### src/hw/ppsc_params.svh
`ifndef PPSC_PARAMS_SVH
`define PPSC_PARAMS_SVH
`define PPSC_ADDR_W 2
`define PPSC_OFF_CFG 2'h0
`define PPSC_OFF_STAT 2'h1
`define PPSC_CCA_LO 4
`define PPSC_CCA_HI 5
`define PPSC_RXN_LO 2
`define PPSC_RXN_HI 3
`define PPSC_TXN_LO 0
`define PPSC_TXN_HI 1
`define PPSC_CFG_RESET 8'h30
`define PPSC_CFG_MASK 8'h3F
`endif

### src/hw/ppsc_pkg.sv
`default_nettype none
package ppsc_pkg;
   typedef enum logic [1:0] {
      CCA_ALWAYS = 2'h0,
      CCA_RSSI = 2'h1,
      CCA_NOT_RX = 2'h2,
      CCA_RSSI_NOT_RX = 2'h3
   } ppsc_cca_t;
   typedef enum logic [2:0] {
      ST_IDLE = 3'b000,
      ST_RX = 3'b001,
      ST_TX = 3'b010,
      ST_SYNTH = 3'b011
   } ppsc_state_t;
   typedef struct packed {
      logic rssi_below;
      logic pkt_receiving;
      logic rx_done;
      logic tx_done;
      logic go_rx;
      logic go_tx;
      logic go_idle;
   } ppsc_radio_in_t;
   typedef struct packed {
      ppsc_state_t state;
      logic clear_channel;
      logic preamble_restart;
      logic cca_conflict;
   } ppsc_radio_out_t;
endpackage
`default_nettype wire

### src/hw/ppsc_ctrl.sv
// What this block does
// clear-channel select bits 5:4, reset 11
// 00 always clear; 01 clear when rssi low
// 10 clear unless receiving; 11 both conditions
// rx-done next state bits 3:2, reset 00
// rx done: idle, synth, tx, stay rx
// tx-done next state bits 1:0, reset 00
// tx done: idle, synth, tx+preamble, rx
// host avoids rx-done tx/synth with cca
// transition same cycle, current field values
//
// Decided for this implementation: the register offsets and register access over Avalon-MM.
`timescale 1ns/1ns
`include "ppsc_params.svh"
`default_nettype none
module ppsc_ctrl (
   input wire logic mclk,
   input wire logic reset,
   input wire logic [`PPSC_ADDR_W-1:0] avs_address,
   input wire logic avs_read,
   input wire logic avs_write,
   input wire logic [31:0] avs_writedata,
   input wire logic [3:0] avs_byteenable,
   output logic [31:0] avs_readdata,
   output logic avs_waitrequest,
   input wire ppsc_pkg::ppsc_radio_in_t radio_in,
   output var ppsc_pkg::ppsc_radio_out_t radio_out
);
   import ppsc_pkg::*;

   logic [7:0] cfg_q;
   logic [31:0] rdata_q;
   logic ack_q;
   ppsc_state_t state_q;
   ppsc_state_t state_d;
   logic cca_q;
   logic cca_d;
   logic pre_q;
   logic conflict_q;
   logic acc;

   function automatic logic cca_eval(input logic [1:0] sel, input logic rssi_lo,
                                     input logic rx_busy);
      unique case (ppsc_cca_t'(sel))
         CCA_ALWAYS: cca_eval = 1'b1;
         CCA_RSSI: cca_eval = rssi_lo;
         CCA_NOT_RX: cca_eval = !rx_busy;
         CCA_RSSI_NOT_RX: cca_eval = rssi_lo && !rx_busy;
      endcase
   endfunction

   wire [1:0] cca_sel = cfg_q[`PPSC_CCA_HI:`PPSC_CCA_LO];
   wire [1:0] rxn = cfg_q[`PPSC_RXN_HI:`PPSC_RXN_LO];
   wire [1:0] txn = cfg_q[`PPSC_TXN_HI:`PPSC_TXN_LO];

   // one wait cycle per access: waitrequest drops the cycle after the request
   assign acc = (avs_read || avs_write) && !ack_q;

   always_ff @(posedge mclk) begin
      if (reset) begin
         ack_q <= 1'b0;
      end else begin
         ack_q <= acc;
      end
   end

   always_ff @(posedge mclk) begin
      if (reset) begin
         avs_waitrequest <= 1'b1;
      end else begin
         avs_waitrequest <= !acc;
      end
   end

   always_ff @(posedge mclk) begin
      if (reset) begin
         cfg_q <= `PPSC_CFG_RESET; // see R1 see R4
      end else if (acc && avs_write && avs_address == `PPSC_OFF_CFG && avs_byteenable[0]) begin
         cfg_q <= avs_writedata[7:0] & `PPSC_CFG_MASK;
      end
   end

   always_ff @(posedge mclk) begin
      if (reset) begin
         rdata_q <= 32'h0;
      end else if (acc && avs_read) begin
         unique case (avs_address)
            `PPSC_OFF_CFG: rdata_q <= {24'h0, cfg_q};
            `PPSC_OFF_STAT: rdata_q <= {27'h0, conflict_q, cca_q, 3'(state_q)};
            default: rdata_q <= 32'h0;
         endcase
      end
   end
   assign avs_readdata = rdata_q;

   assign cca_d = cca_eval(cca_sel, radio_in.rssi_below, radio_in.pkt_receiving); // see R2

   always_ff @(posedge mclk) begin
      if (reset) begin
         cca_q <= 1'b1;
      end else begin
         cca_q <= cca_d;
      end
   end

   always_comb begin
      state_d = state_q;
      unique case (state_q)
         ST_IDLE: begin
            if (radio_in.go_rx) begin
               state_d = ST_RX;
            end else if (radio_in.go_tx) begin
               state_d = ST_TX;
            end
         end
         ST_RX: begin
            if (radio_in.go_idle) begin
               state_d = ST_IDLE;
            end else if (radio_in.rx_done) begin
               unique case (rxn) // see R5
                  2'h0: state_d = ST_IDLE;
                  2'h1: state_d = ST_SYNTH;
                  2'h2: state_d = ST_TX;
                  2'h3: state_d = ST_RX;
               endcase
            end
         end
         ST_TX: begin
            if (radio_in.go_idle) begin
               state_d = ST_IDLE;
            end else if (radio_in.tx_done) begin
               unique case (txn) // see R7
                  2'h0: state_d = ST_IDLE;
                  2'h1: state_d = ST_SYNTH;
                  2'h2: state_d = ST_TX;
                  2'h3: state_d = ST_RX;
               endcase
            end
         end
         ST_SYNTH: begin
            if (radio_in.go_idle) begin
               state_d = ST_IDLE;
            end else if (radio_in.go_tx) begin
               state_d = ST_TX;
            end else if (radio_in.go_rx) begin
               state_d = ST_RX;
            end
         end
         default: state_d = ST_IDLE;
      endcase
   end

   always_ff @(posedge mclk) begin
      if (reset) begin
         state_q <= ST_IDLE;
      end else begin
         state_q <= state_d;
      end
   end

   always_ff @(posedge mclk) begin
      if (reset) begin
         pre_q <= 1'b0;
      end else begin
         pre_q <= state_q == ST_TX && !radio_in.go_idle && radio_in.tx_done
                  && txn == 2'h2;
      end
   end

   // unsupported combination is only flagged; the device does not block it
   always_ff @(posedge mclk) begin
      if (reset) begin
         conflict_q <= 1'b0;
      end else begin
         conflict_q <= cca_sel != 2'h0 && (rxn == 2'h1 || rxn == 2'h2);
      end
   end

   assign radio_out.state = state_q;
   assign radio_out.clear_channel = cca_q;
   assign radio_out.preamble_restart = pre_q;
   assign radio_out.cca_conflict = conflict_q;

   property p_rx_done;
      @(posedge mclk) disable iff (reset)
      (state_q == ST_RX && radio_in.rx_done && !radio_in.go_idle && rxn == 2'h2)
         |=> state_q == ST_TX;
   endproperty
   a_rx_done: assert property (p_rx_done) else $error("rx done next state wrong");

   property p_rx_idle;
      @(posedge mclk) disable iff (reset)
      (state_q == ST_RX && radio_in.rx_done && rxn == 2'h0) |=> state_q == ST_IDLE;
   endproperty
   a_rx_idle: assert property (p_rx_idle) else $error("rx done idle wrong");

   property p_tx_rx;
      @(posedge mclk) disable iff (reset)
      (state_q == ST_TX && radio_in.tx_done && !radio_in.go_idle && txn == 2'h3)
         |=> state_q == ST_RX;
   endproperty
   a_tx_rx: assert property (p_tx_rx) else $error("tx done to rx wrong");

   property p_tx_pre;
      @(posedge mclk) disable iff (reset)
      (state_q == ST_TX && radio_in.tx_done && !radio_in.go_idle && txn == 2'h2)
         |=> state_q == ST_TX && pre_q;
   endproperty
   a_tx_pre: assert property (p_tx_pre) else $error("preamble restart missing");

   property p_cca_always;
      @(posedge mclk) disable iff (reset)
      cca_sel == 2'h0 |=> cca_q;
   endproperty
   a_cca_always: assert property (p_cca_always) else $error("cca not clear");

   property p_cca_rx;
      @(posedge mclk) disable iff (reset)
      (cca_sel[1] && radio_in.pkt_receiving) |=> !cca_q;
   endproperty
   a_cca_rx: assert property (p_cca_rx) else $error("cca clear while receiving");

   property p_cca_rssi;
      @(posedge mclk) disable iff (reset)
      (cca_sel[0] && !radio_in.rssi_below) |=> !cca_q;
   endproperty
   a_cca_rssi: assert property (p_cca_rssi) else $error("cca clear on high rssi");

   property p_reset_cfg;
      @(posedge mclk) $fell(reset) |-> cfg_q == `PPSC_CFG_RESET;
   endproperty
   a_reset_cfg: assert property (p_reset_cfg) else $error("config reset value wrong");

   property p_bus_ack;
      @(posedge mclk) disable iff (reset)
      (avs_read || avs_write) && avs_waitrequest |-> ##[1:2] !avs_waitrequest;
   endproperty
   a_bus_ack: assert property (p_bus_ack) else $error("bus not answered");

   property p_rx_synth;
      @(posedge mclk) disable iff (reset)
      (state_q == ST_RX && radio_in.rx_done && !radio_in.go_idle && rxn == 2'h1)
         |=> state_q == ST_SYNTH;
   endproperty
   a_rx_synth: assert property (p_rx_synth) else $error("rx done to synth wrong");

   property p_rx_stay;
      @(posedge mclk) disable iff (reset)
      (state_q == ST_RX && radio_in.rx_done && !radio_in.go_idle && rxn == 2'h3)
         |=> state_q == ST_RX;
   endproperty
   a_rx_stay: assert property (p_rx_stay) else $error("rx done did not stay");

   property p_tx_idle;
      @(posedge mclk) disable iff (reset)
      (state_q == ST_TX && radio_in.tx_done && txn == 2'h0) |=> state_q == ST_IDLE;
   endproperty
   a_tx_idle: assert property (p_tx_idle) else $error("tx done to idle wrong");

   property p_tx_synth;
      @(posedge mclk) disable iff (reset)
      (state_q == ST_TX && radio_in.tx_done && !radio_in.go_idle && txn == 2'h1) |=> state_q == ST_SYNTH;
   endproperty
   a_tx_synth: assert property (p_tx_synth) else $error("tx done to synth wrong");

   // the restart pulse must never appear without a finished transmission in stay mode
   property p_pre_only;
      @(posedge mclk) disable iff (reset)
      !(state_q == ST_TX && radio_in.tx_done && !radio_in.go_idle && txn == 2'h2)
         |=> !pre_q;
   endproperty
   a_pre_only: assert property (p_pre_only) else $error("stray preamble restart");

   property p_cca_both;
      @(posedge mclk) disable iff (reset)
      (cca_sel == 2'h3 && radio_in.rssi_below && !radio_in.pkt_receiving) |=> cca_q;
   endproperty
   a_cca_both: assert property (p_cca_both) else $error("cca not clear when quiet");

   property p_cca_idle_rx;
      @(posedge mclk) disable iff (reset)
      (cca_sel == 2'h2 && !radio_in.pkt_receiving) |=> cca_q;
   endproperty
   a_cca_idle_rx: assert property (p_cca_idle_rx) else $error("cca not clear off rx");

   property p_cca_low;
      @(posedge mclk) disable iff (reset)
      (cca_sel == 2'h1 && radio_in.rssi_below) |=> cca_q;
   endproperty
   a_cca_low: assert property (p_cca_low) else $error("cca not clear on low rssi");

   property p_cfg_write;
      @(posedge mclk) disable iff (reset)
      (acc && avs_write && avs_address == `PPSC_OFF_CFG && avs_byteenable[0])
         |=> cfg_q == (8'($past(avs_writedata)) & `PPSC_CFG_MASK);
   endproperty
   a_cfg_write: assert property (p_cfg_write) else $error("config write lost");

   property p_wait_one;
      @(posedge mclk) disable iff (reset)
      !avs_waitrequest |=> avs_waitrequest;
   endproperty
   a_wait_one: assert property (p_wait_one) else $error("waitrequest low too long");

   property p_no_conflict;
      @(posedge mclk) disable iff (reset)
      (cca_sel == 2'h0 || rxn == 2'h0 || rxn == 2'h3) |=> !conflict_q;
   endproperty
   a_no_conflict: assert property (p_no_conflict) else $error("conflict flagged wrongly");

   c_rx_tx: cover property (@(posedge mclk) state_q == ST_RX ##1 state_q == ST_TX);
   c_tx_synth: cover property (@(posedge mclk) state_q == ST_TX ##1 state_q == ST_SYNTH);
   c_pre: cover property (@(posedge mclk) pre_q);
   c_cca_off: cover property (@(posedge mclk) cca_sel == 2'h3 && !cca_q);
   c_tx_rx: cover property (@(posedge mclk) state_q == ST_TX ##1 state_q == ST_RX);
endmodule
`default_nettype wire

### config.mk
export PLATFORM = sky130hd
export DESIGN_NAME = ppsc_ctrl
export DESIGN_NICKNAME = d
export VERILOG_FILES = /design/src/hw/ppsc_pkg.sv /design/src/hw/ppsc_ctrl.sv
export VERILOG_INCLUDE_DIRS = /design/src /design/src/hw
export SDC_FILE = /design/constraint.sdc
export NUM_CORES = 1
export LEC_CHECK = 0
export BUFFER_PORTS_ARGS = -buffer_cell sky130_fd_sc_hd__buf_2
export CAP_MARGIN = 20
export CORE_ASPECT_RATIO = 1.5
export CORE_MARGIN = 3
export CORE_UTILIZATION = 25
export DETAILED_ROUTE_END_ITERATION = 10
export GPL_ROUTABILITY_DRIVEN = 0
export PLACE_DENSITY = 0.52
export SETUP_SLACK_MARGIN = 0.4
export SLEW_MARGIN = 30
export SYNTH_ARGS = -nofsm -noshare
export SYNTH_HDL_FRONTEND = slang
export SYNTH_SLANG_ARGS = --single-unit
### constraint.sdc
create_clock -name mclk -period 1.75 [get_ports mclk]
set_clock_uncertainty 0.05 [all_clocks]
set_input_delay 0.0875 -clock mclk [delete_from_list [all_inputs] [get_ports mclk]]
set_output_delay 0.0875 -clock mclk [all_outputs]
set_load 0.02 [all_outputs]
==> impl_results.html <==
<table>
<tr><th>Metric</th><th>Value</th></tr>
<tr><th colspan="2">Yosys</th></tr>
<tr><td>FFs w/ async S/R, synth</td><td>0%</td></tr>
<tr><td>Post-synthesis register bit count</td><td>19</td></tr>
<tr><td>Synth Instances</td><td>around 140</td></tr>
<tr><td>Most common flop cell mapped by yosys</td><td>sky130_fd_sc_hd__dfxtp_1</td></tr>
<tr><td>Area share of and/or/nand/nor cells after synthesis</td><td>17.6%</td></tr>
<tr><td>Most numerous cell types in the synthesized netlist</td><td>sky130_fd_sc_hd__buf_4 (30), sky130_fd_sc_hd__nor2_1 (20), sky130_fd_sc_hd__dfxtp_1 (19), sky130_fd_sc_hd__inv_1 (8), sky130_fd_sc_hd__ha_1 (7)</td></tr>
<tr><td>Synth top area share</td><td>a little under a third</td></tr>
<tr><td>Number of enable flip-flop cells after synthesis</td><td>0</td></tr>
<tr><td>Most instantiated library cell after synthesis</td><td>sky130_fd_sc_hd__buf_4</td></tr>
<tr><td>Synthesized-area fraction occupied by ao, oa, aoi and oai cells</td><td>11.8%</td></tr>
<tr><td>Adder-cell share of the synthesized area</td><td>7.35%</td></tr>
<tr><td>Xor/xnor cell area share of the yosys netlist</td><td>0%</td></tr>
<tr><td>Yosys top cell by area</td><td>sky130_fd_sc_hd__dfxtp_1</td></tr>
<tr><td>Sequential area share after synthesis</td><td>about a third</td></tr>
<tr><td>Share of cell area taken by muxes after synthesis</td><td>about 6%</td></tr>
<tr><td>Post-synth design cell area</td><td>between 1000 and 1500 sq um</td></tr>
<tr><td>Combinational family with the most area after synthesis</td><td>buffers and inverters</td></tr>
<tr><td>Area contributors post-synth</td><td>sky130_fd_sc_hd__dfxtp_1 (32%), sky130_fd_sc_hd__buf_4 (19%), sky130_fd_sc_hd__ha_1 (7.3%)</td></tr>
<tr><td>Distinct cells, synth</td><td>28</td></tr>
<tr><td>Avg Cell Area, Syn</td><td>roughly 8.4 sq um</td></tr>
<tr><td>Synthesis warning total</td><td>0</td></tr>
<tr><th colspan="2">CTS</th></tr>
<tr><td>Bufs on Longest Clock Path</td><td>2</td></tr>
<tr><td>Cts bufs inserted</td><td>3</td></tr>
<tr><td>Num Clock Sinks</td><td>19</td></tr>
<tr><td>Clock-pin slew reported for the worst setup and hold paths after clock tree synthesis</td><td>approximately 0.07 ns</td></tr>
<tr><td>Latest clock arrival within the worst-skew pair</td><td>0.25 ns</td></tr>
<tr><td>CTS tree</td><td>yes</td></tr>
<tr><td>Root buf cell</td><td>sky130_fd_sc_hd__clkbuf_8</td></tr>
<tr><td>Deepest level of the CTS H-tree</td><td>1</td></tr>
<tr><th colspan="2">GRT</th></tr>
<tr><td>Antenna violations before repair</td><td>0</td></tr>
<tr><td>Total GRT Usage</td><td>8.94%</td></tr>
<tr><td>Pin count of the biggest net entering global routing</td><td>19</td></tr>
<tr><td>Global-route congestion overflow total</td><td>0</td></tr>
<tr><td>Global-route wire length before repair</td><td>4150 um</td></tr>
<tr><td>Number of global-route vias before repair</td><td>a little over 900</td></tr>
<tr><th colspan="2">STA</th></tr>
<tr><td>Slew Viols, Final</td><td>0</td></tr>
<tr><td>Total of endpoints with negative setup slack in the final report</td><td>0</td></tr>
<tr><td>Minimum clock period</td><td>around 1.4 ns</td></tr>
<tr><td>Unrepaired setup endpoints after global routing</td><td>true</td></tr>
<tr><td>Count of endpoints failing hold in the final timing report</td><td>0</td></tr>
<tr><td>Achievable clock frequency</td><td>around 0.74 GHz</td></tr>
<tr><td>Accumulated negative setup slack</td><td>0 ns</td></tr>
<tr><td>Final worst path period share</td><td>roughly 77%</td></tr>
<tr><th colspan="2">Power and ir drop</th></tr>
<tr><td>Combinational power share</td><td>roughly a fifth</td></tr>
<tr><td>Leakage power of the design</td><td>between 0.6 and 0.7 nW</td></tr>
<tr><td>Worst voltage drop across the vdd grid</td><td>0.297 mV</td></tr>
<tr><td>Portion of total power attributed to the clock network</td><td>a little under a third</td></tr>
<tr><td>Switching power summed over all nets</td><td>between 300 and 400 uW</td></tr>
<tr><td>Power after layout</td><td>slightly below 1 mW</td></tr>
<tr><td>Pwr per Cell Area</td><td>approximately 700 nW/um^2</td></tr>
<tr><td>Switching part of the total power</td><td>a little under a third</td></tr>
<tr><td>Internal power</td><td>roughly 680 uW</td></tr>
<tr><td>Sequential Power Share</td><td>between 40% and 50%</td></tr>
<tr><th colspan="2">Final layout</th></tr>
<tr><td>Number of nets in the layout</td><td>between 200 and 250</td></tr>
<tr><td>Layout cells sized above 1</td><td>about a third</td></tr>
<tr><td>Number of antenna repair diodes</td><td>0</td></tr>
<tr><td>Post-route insts no fill</td><td>approximately 240</td></tr>
<tr><td>Count of fill cells added during filler insertion</td><td>528</td></tr>
<tr><td>P&amp;R area growth vs syn</td><td>17.0%</td></tr>
<tr><th colspan="2">Floorplanning</th></tr>
<tr><td>Number of top-level design ports</td><td>a little under 90</td></tr>
<tr><td>Std-Cell Rows</td><td>30</td></tr>
<tr><td>Initial standard-cell utilization of the core</td><td>26.0%</td></tr>
<tr><td>Die Wd</td><td>between 60 and 70 um</td></tr>
<tr><td>Floorplan Core Area</td><td>~4600 sq um</td></tr>
<tr><td>Die area</td><td>5650 sq um</td></tr>
<tr><td>DIE HEIGHT</td><td>roughly 90 um</td></tr>
<tr><th colspan="2">Worst setup path</th></tr>
<tr><td>Critical path, cell by cell</td><td>inv_4 &gt; ha_4 &gt; mux2_4 &gt; nand2_2 &gt; a21o_1 &gt; a311oi_2</td></tr>
<tr><td>Critical path capture point type</td><td>register</td></tr>
<tr><td>Worst Setup Start Kind</td><td>register</td></tr>
<tr><td>Setup Crit Path Kind</td><td>register to register</td></tr>
<tr><td>Arrival time of data at the critical path endpoint</td><td>~1.5 ns</td></tr>
<tr><td>Worst path buffer plus inverter count</td><td>1</td></tr>
<tr><td>Crit-path slowest cell</td><td>sky130_fd_sc_hd__dfxtp_2</td></tr>
<tr><td>Largest fanout on the critical path</td><td>3</td></tr>
<tr><td>Worst path max stage delay</td><td>~0.35 ns</td></tr>
<tr><td>Required arrival time at the worst endpoint</td><td>roughly 1.9 ns</td></tr>
<tr><td>Gate family responsible for the most delay along the worst path</td><td>compound AO/OA/AOI/OAI gates</td></tr>
<tr><th colspan="2">Placement</th></tr>
<tr><td>Placed instance count</td><td>between 200 and 250</td></tr>
<tr><td>Hpwl dp</td><td>1860 um</td></tr>
<tr><td>Quantity of I/O buffers inserted on ports</td><td>31</td></tr>
<tr><th colspan="2">Routing</th></tr>
<tr><td>Count of unresolved DRC violations after routing</td><td>0</td></tr>
<tr><td>Vias</td><td>around 940</td></tr>
<tr><td>Post-detailed-route via-to-cell ratio</td><td>between 3 and 4</td></tr>
<tr><td>Detailed-route wire length</td><td>roughly 2400 um</td></tr>
<tr><td>Iteration count of the initial detailed-routing pass</td><td>4</td></tr>
<tr><td>Residual antenna-violating net count after detailed routing</td><td>0</td></tr>
<tr><td>Wire length per cell</td><td>10.4 um</td></tr>
<tr><td>Initial drt markers</td><td>between 40 and 50</td></tr>
<tr><th colspan="2">Status</th></tr>
<tr><td>Status</td><td>finished, final reports clean</td></tr>
<tr><th colspan="2">Flow run</th></tr>
<tr><td>Count of maximum capacitance violations</td><td>0</td></tr>
<tr><th colspan="2">Min path</th></tr>
<tr><td>Class of the tightest hold or removal check</td><td>input port to register</td></tr>
</table>
## per-layer routing
| layer | vias up | share of wire, % | global-route usage (%) | wire length (um) |
|---|---|---|---|---|
| met3 | 2 | 9.4 | 2.37 | 230 |
| met2 | 45 | 50 | 16.6 | 1220 |
| met5 | - | 0 | 0 | 0 |
| met4 | 0 | 0.69 | 2.76 | 17 |
| met1 | 417 | 40 | 9.71 | 982 |
| li1 | 472 | - | - | - |
## tightest hold or removal path, delay by kind of cell
kind                   cells  cell delay (ns)
buffers and inverters      1             0.08
and+or+nand+nor            1             0.07
muxes                      1             0.05
## layout by cell type, fill, tap and decap left out, drive strengths merged, types with 2 or more instances in the layout
cell type	n
nand2b	4
nor2b	2
a311oi	2
mux2i	5
o21ai	6
nor3	4
a211o	2
nand2	6
clkbuf	3
a21o	2
inv	8
mux2	2
buf	37
nor2	20
nand3b	2
dfxtp	19
a22oi	6
conb	27
ha	7
## timing repair
action,CTS,global route
setup buffers,4,2
endpoints found under the setup margin,4,2
gates resized for setup,8,8
hold buffers,0,0
pin swaps,3,2
## kinds of logic (layout without fill, tap and decap cells)
kind of cell | after synthesis | after routing
buffers and inverters | 45 | 49
and+or+nand+nor | 43 | 43
AOI/OAI and AO/OA | 20 | 20
DFF | 19 | 19
adders and majority gates | 7 | 7
muxes | 7 | 7
other | 1 | 27
## metrics by stage
step | instance area [sq um] | util, % | worst slack, ns | hold WS [ns]
after CTS | 1340 | 29.3 | 0.385 | 0.00992
after global placement | 1260 | 27.5 | 0.286 | 0.270
after global routing | 1400 | 30.5 | 0.314 | 0.0104
final | 1400 | 30.5 | 0.399 | 0.0158
after detailed placement | 1260 | 27.5 | 0.278 | 0.279
after floorplan | 1290 | - | 0.401 | 0.168
## power groups by stage
stage / registers, mW / clock network, mW / logic [mW]
after global routing: 0.480 / 0.334 / 0.219
after floorplan: 0.483 / 0 / 0.189
after detailed placement: 0.485 / 0 / 0.186
after CTS: 0.473 / 0.321 / 0.190
after global placement: 0.485 / 0 / 0.186
final: 0.475 / 0.306 / 0.198
## layout make-up
cell class	count	area, sq um	area share [%]
tap	64	80.1	5.74
clock inverter	1	5.00	0.359
sequential	19	393	28.2
multi-input combinational	104	643	46.1
inverter	8	32.5	2.33
timing repair buffer	37	200	14.3
clock buffer	3	41.3	2.96
## sequential cells by signal, summed over array words and instances (netlist names)
name / flops
ack_q: 1
avs_readdata: 6
avs_waitrequest: 1
cca_q: 1
cfg_q: 6
conflict_q: 1
pre_q: 1
state_q: 2
## worst paths after layout
| path | start | endpoint | slack [ns] | depth (start not counted) |
|---|---|---|---|---|
| hold reg to reg | avs_readdata[1]$_SDFFE_PP0P_ | avs_readdata[1]$_SDFFE_PP0P_ | 0.47 | 2 |
| setup / recovery | cfg_q[0]$_SDFFE_PP0P_ | state_q[1]$_SDFFE_PP0P_ | 0.40 | 6 |
| hold / removal | avs_writedata[0] | cfg_q[0]$_SDFFE_PP0P_ | 0.02 | 3 |
| setup reg to reg | cfg_q[0]$_SDFFE_PP0P_ | state_q[1]$_SDFFE_PP0P_ | 0.40 | 6 |
(Power assumes the default switching activity.)
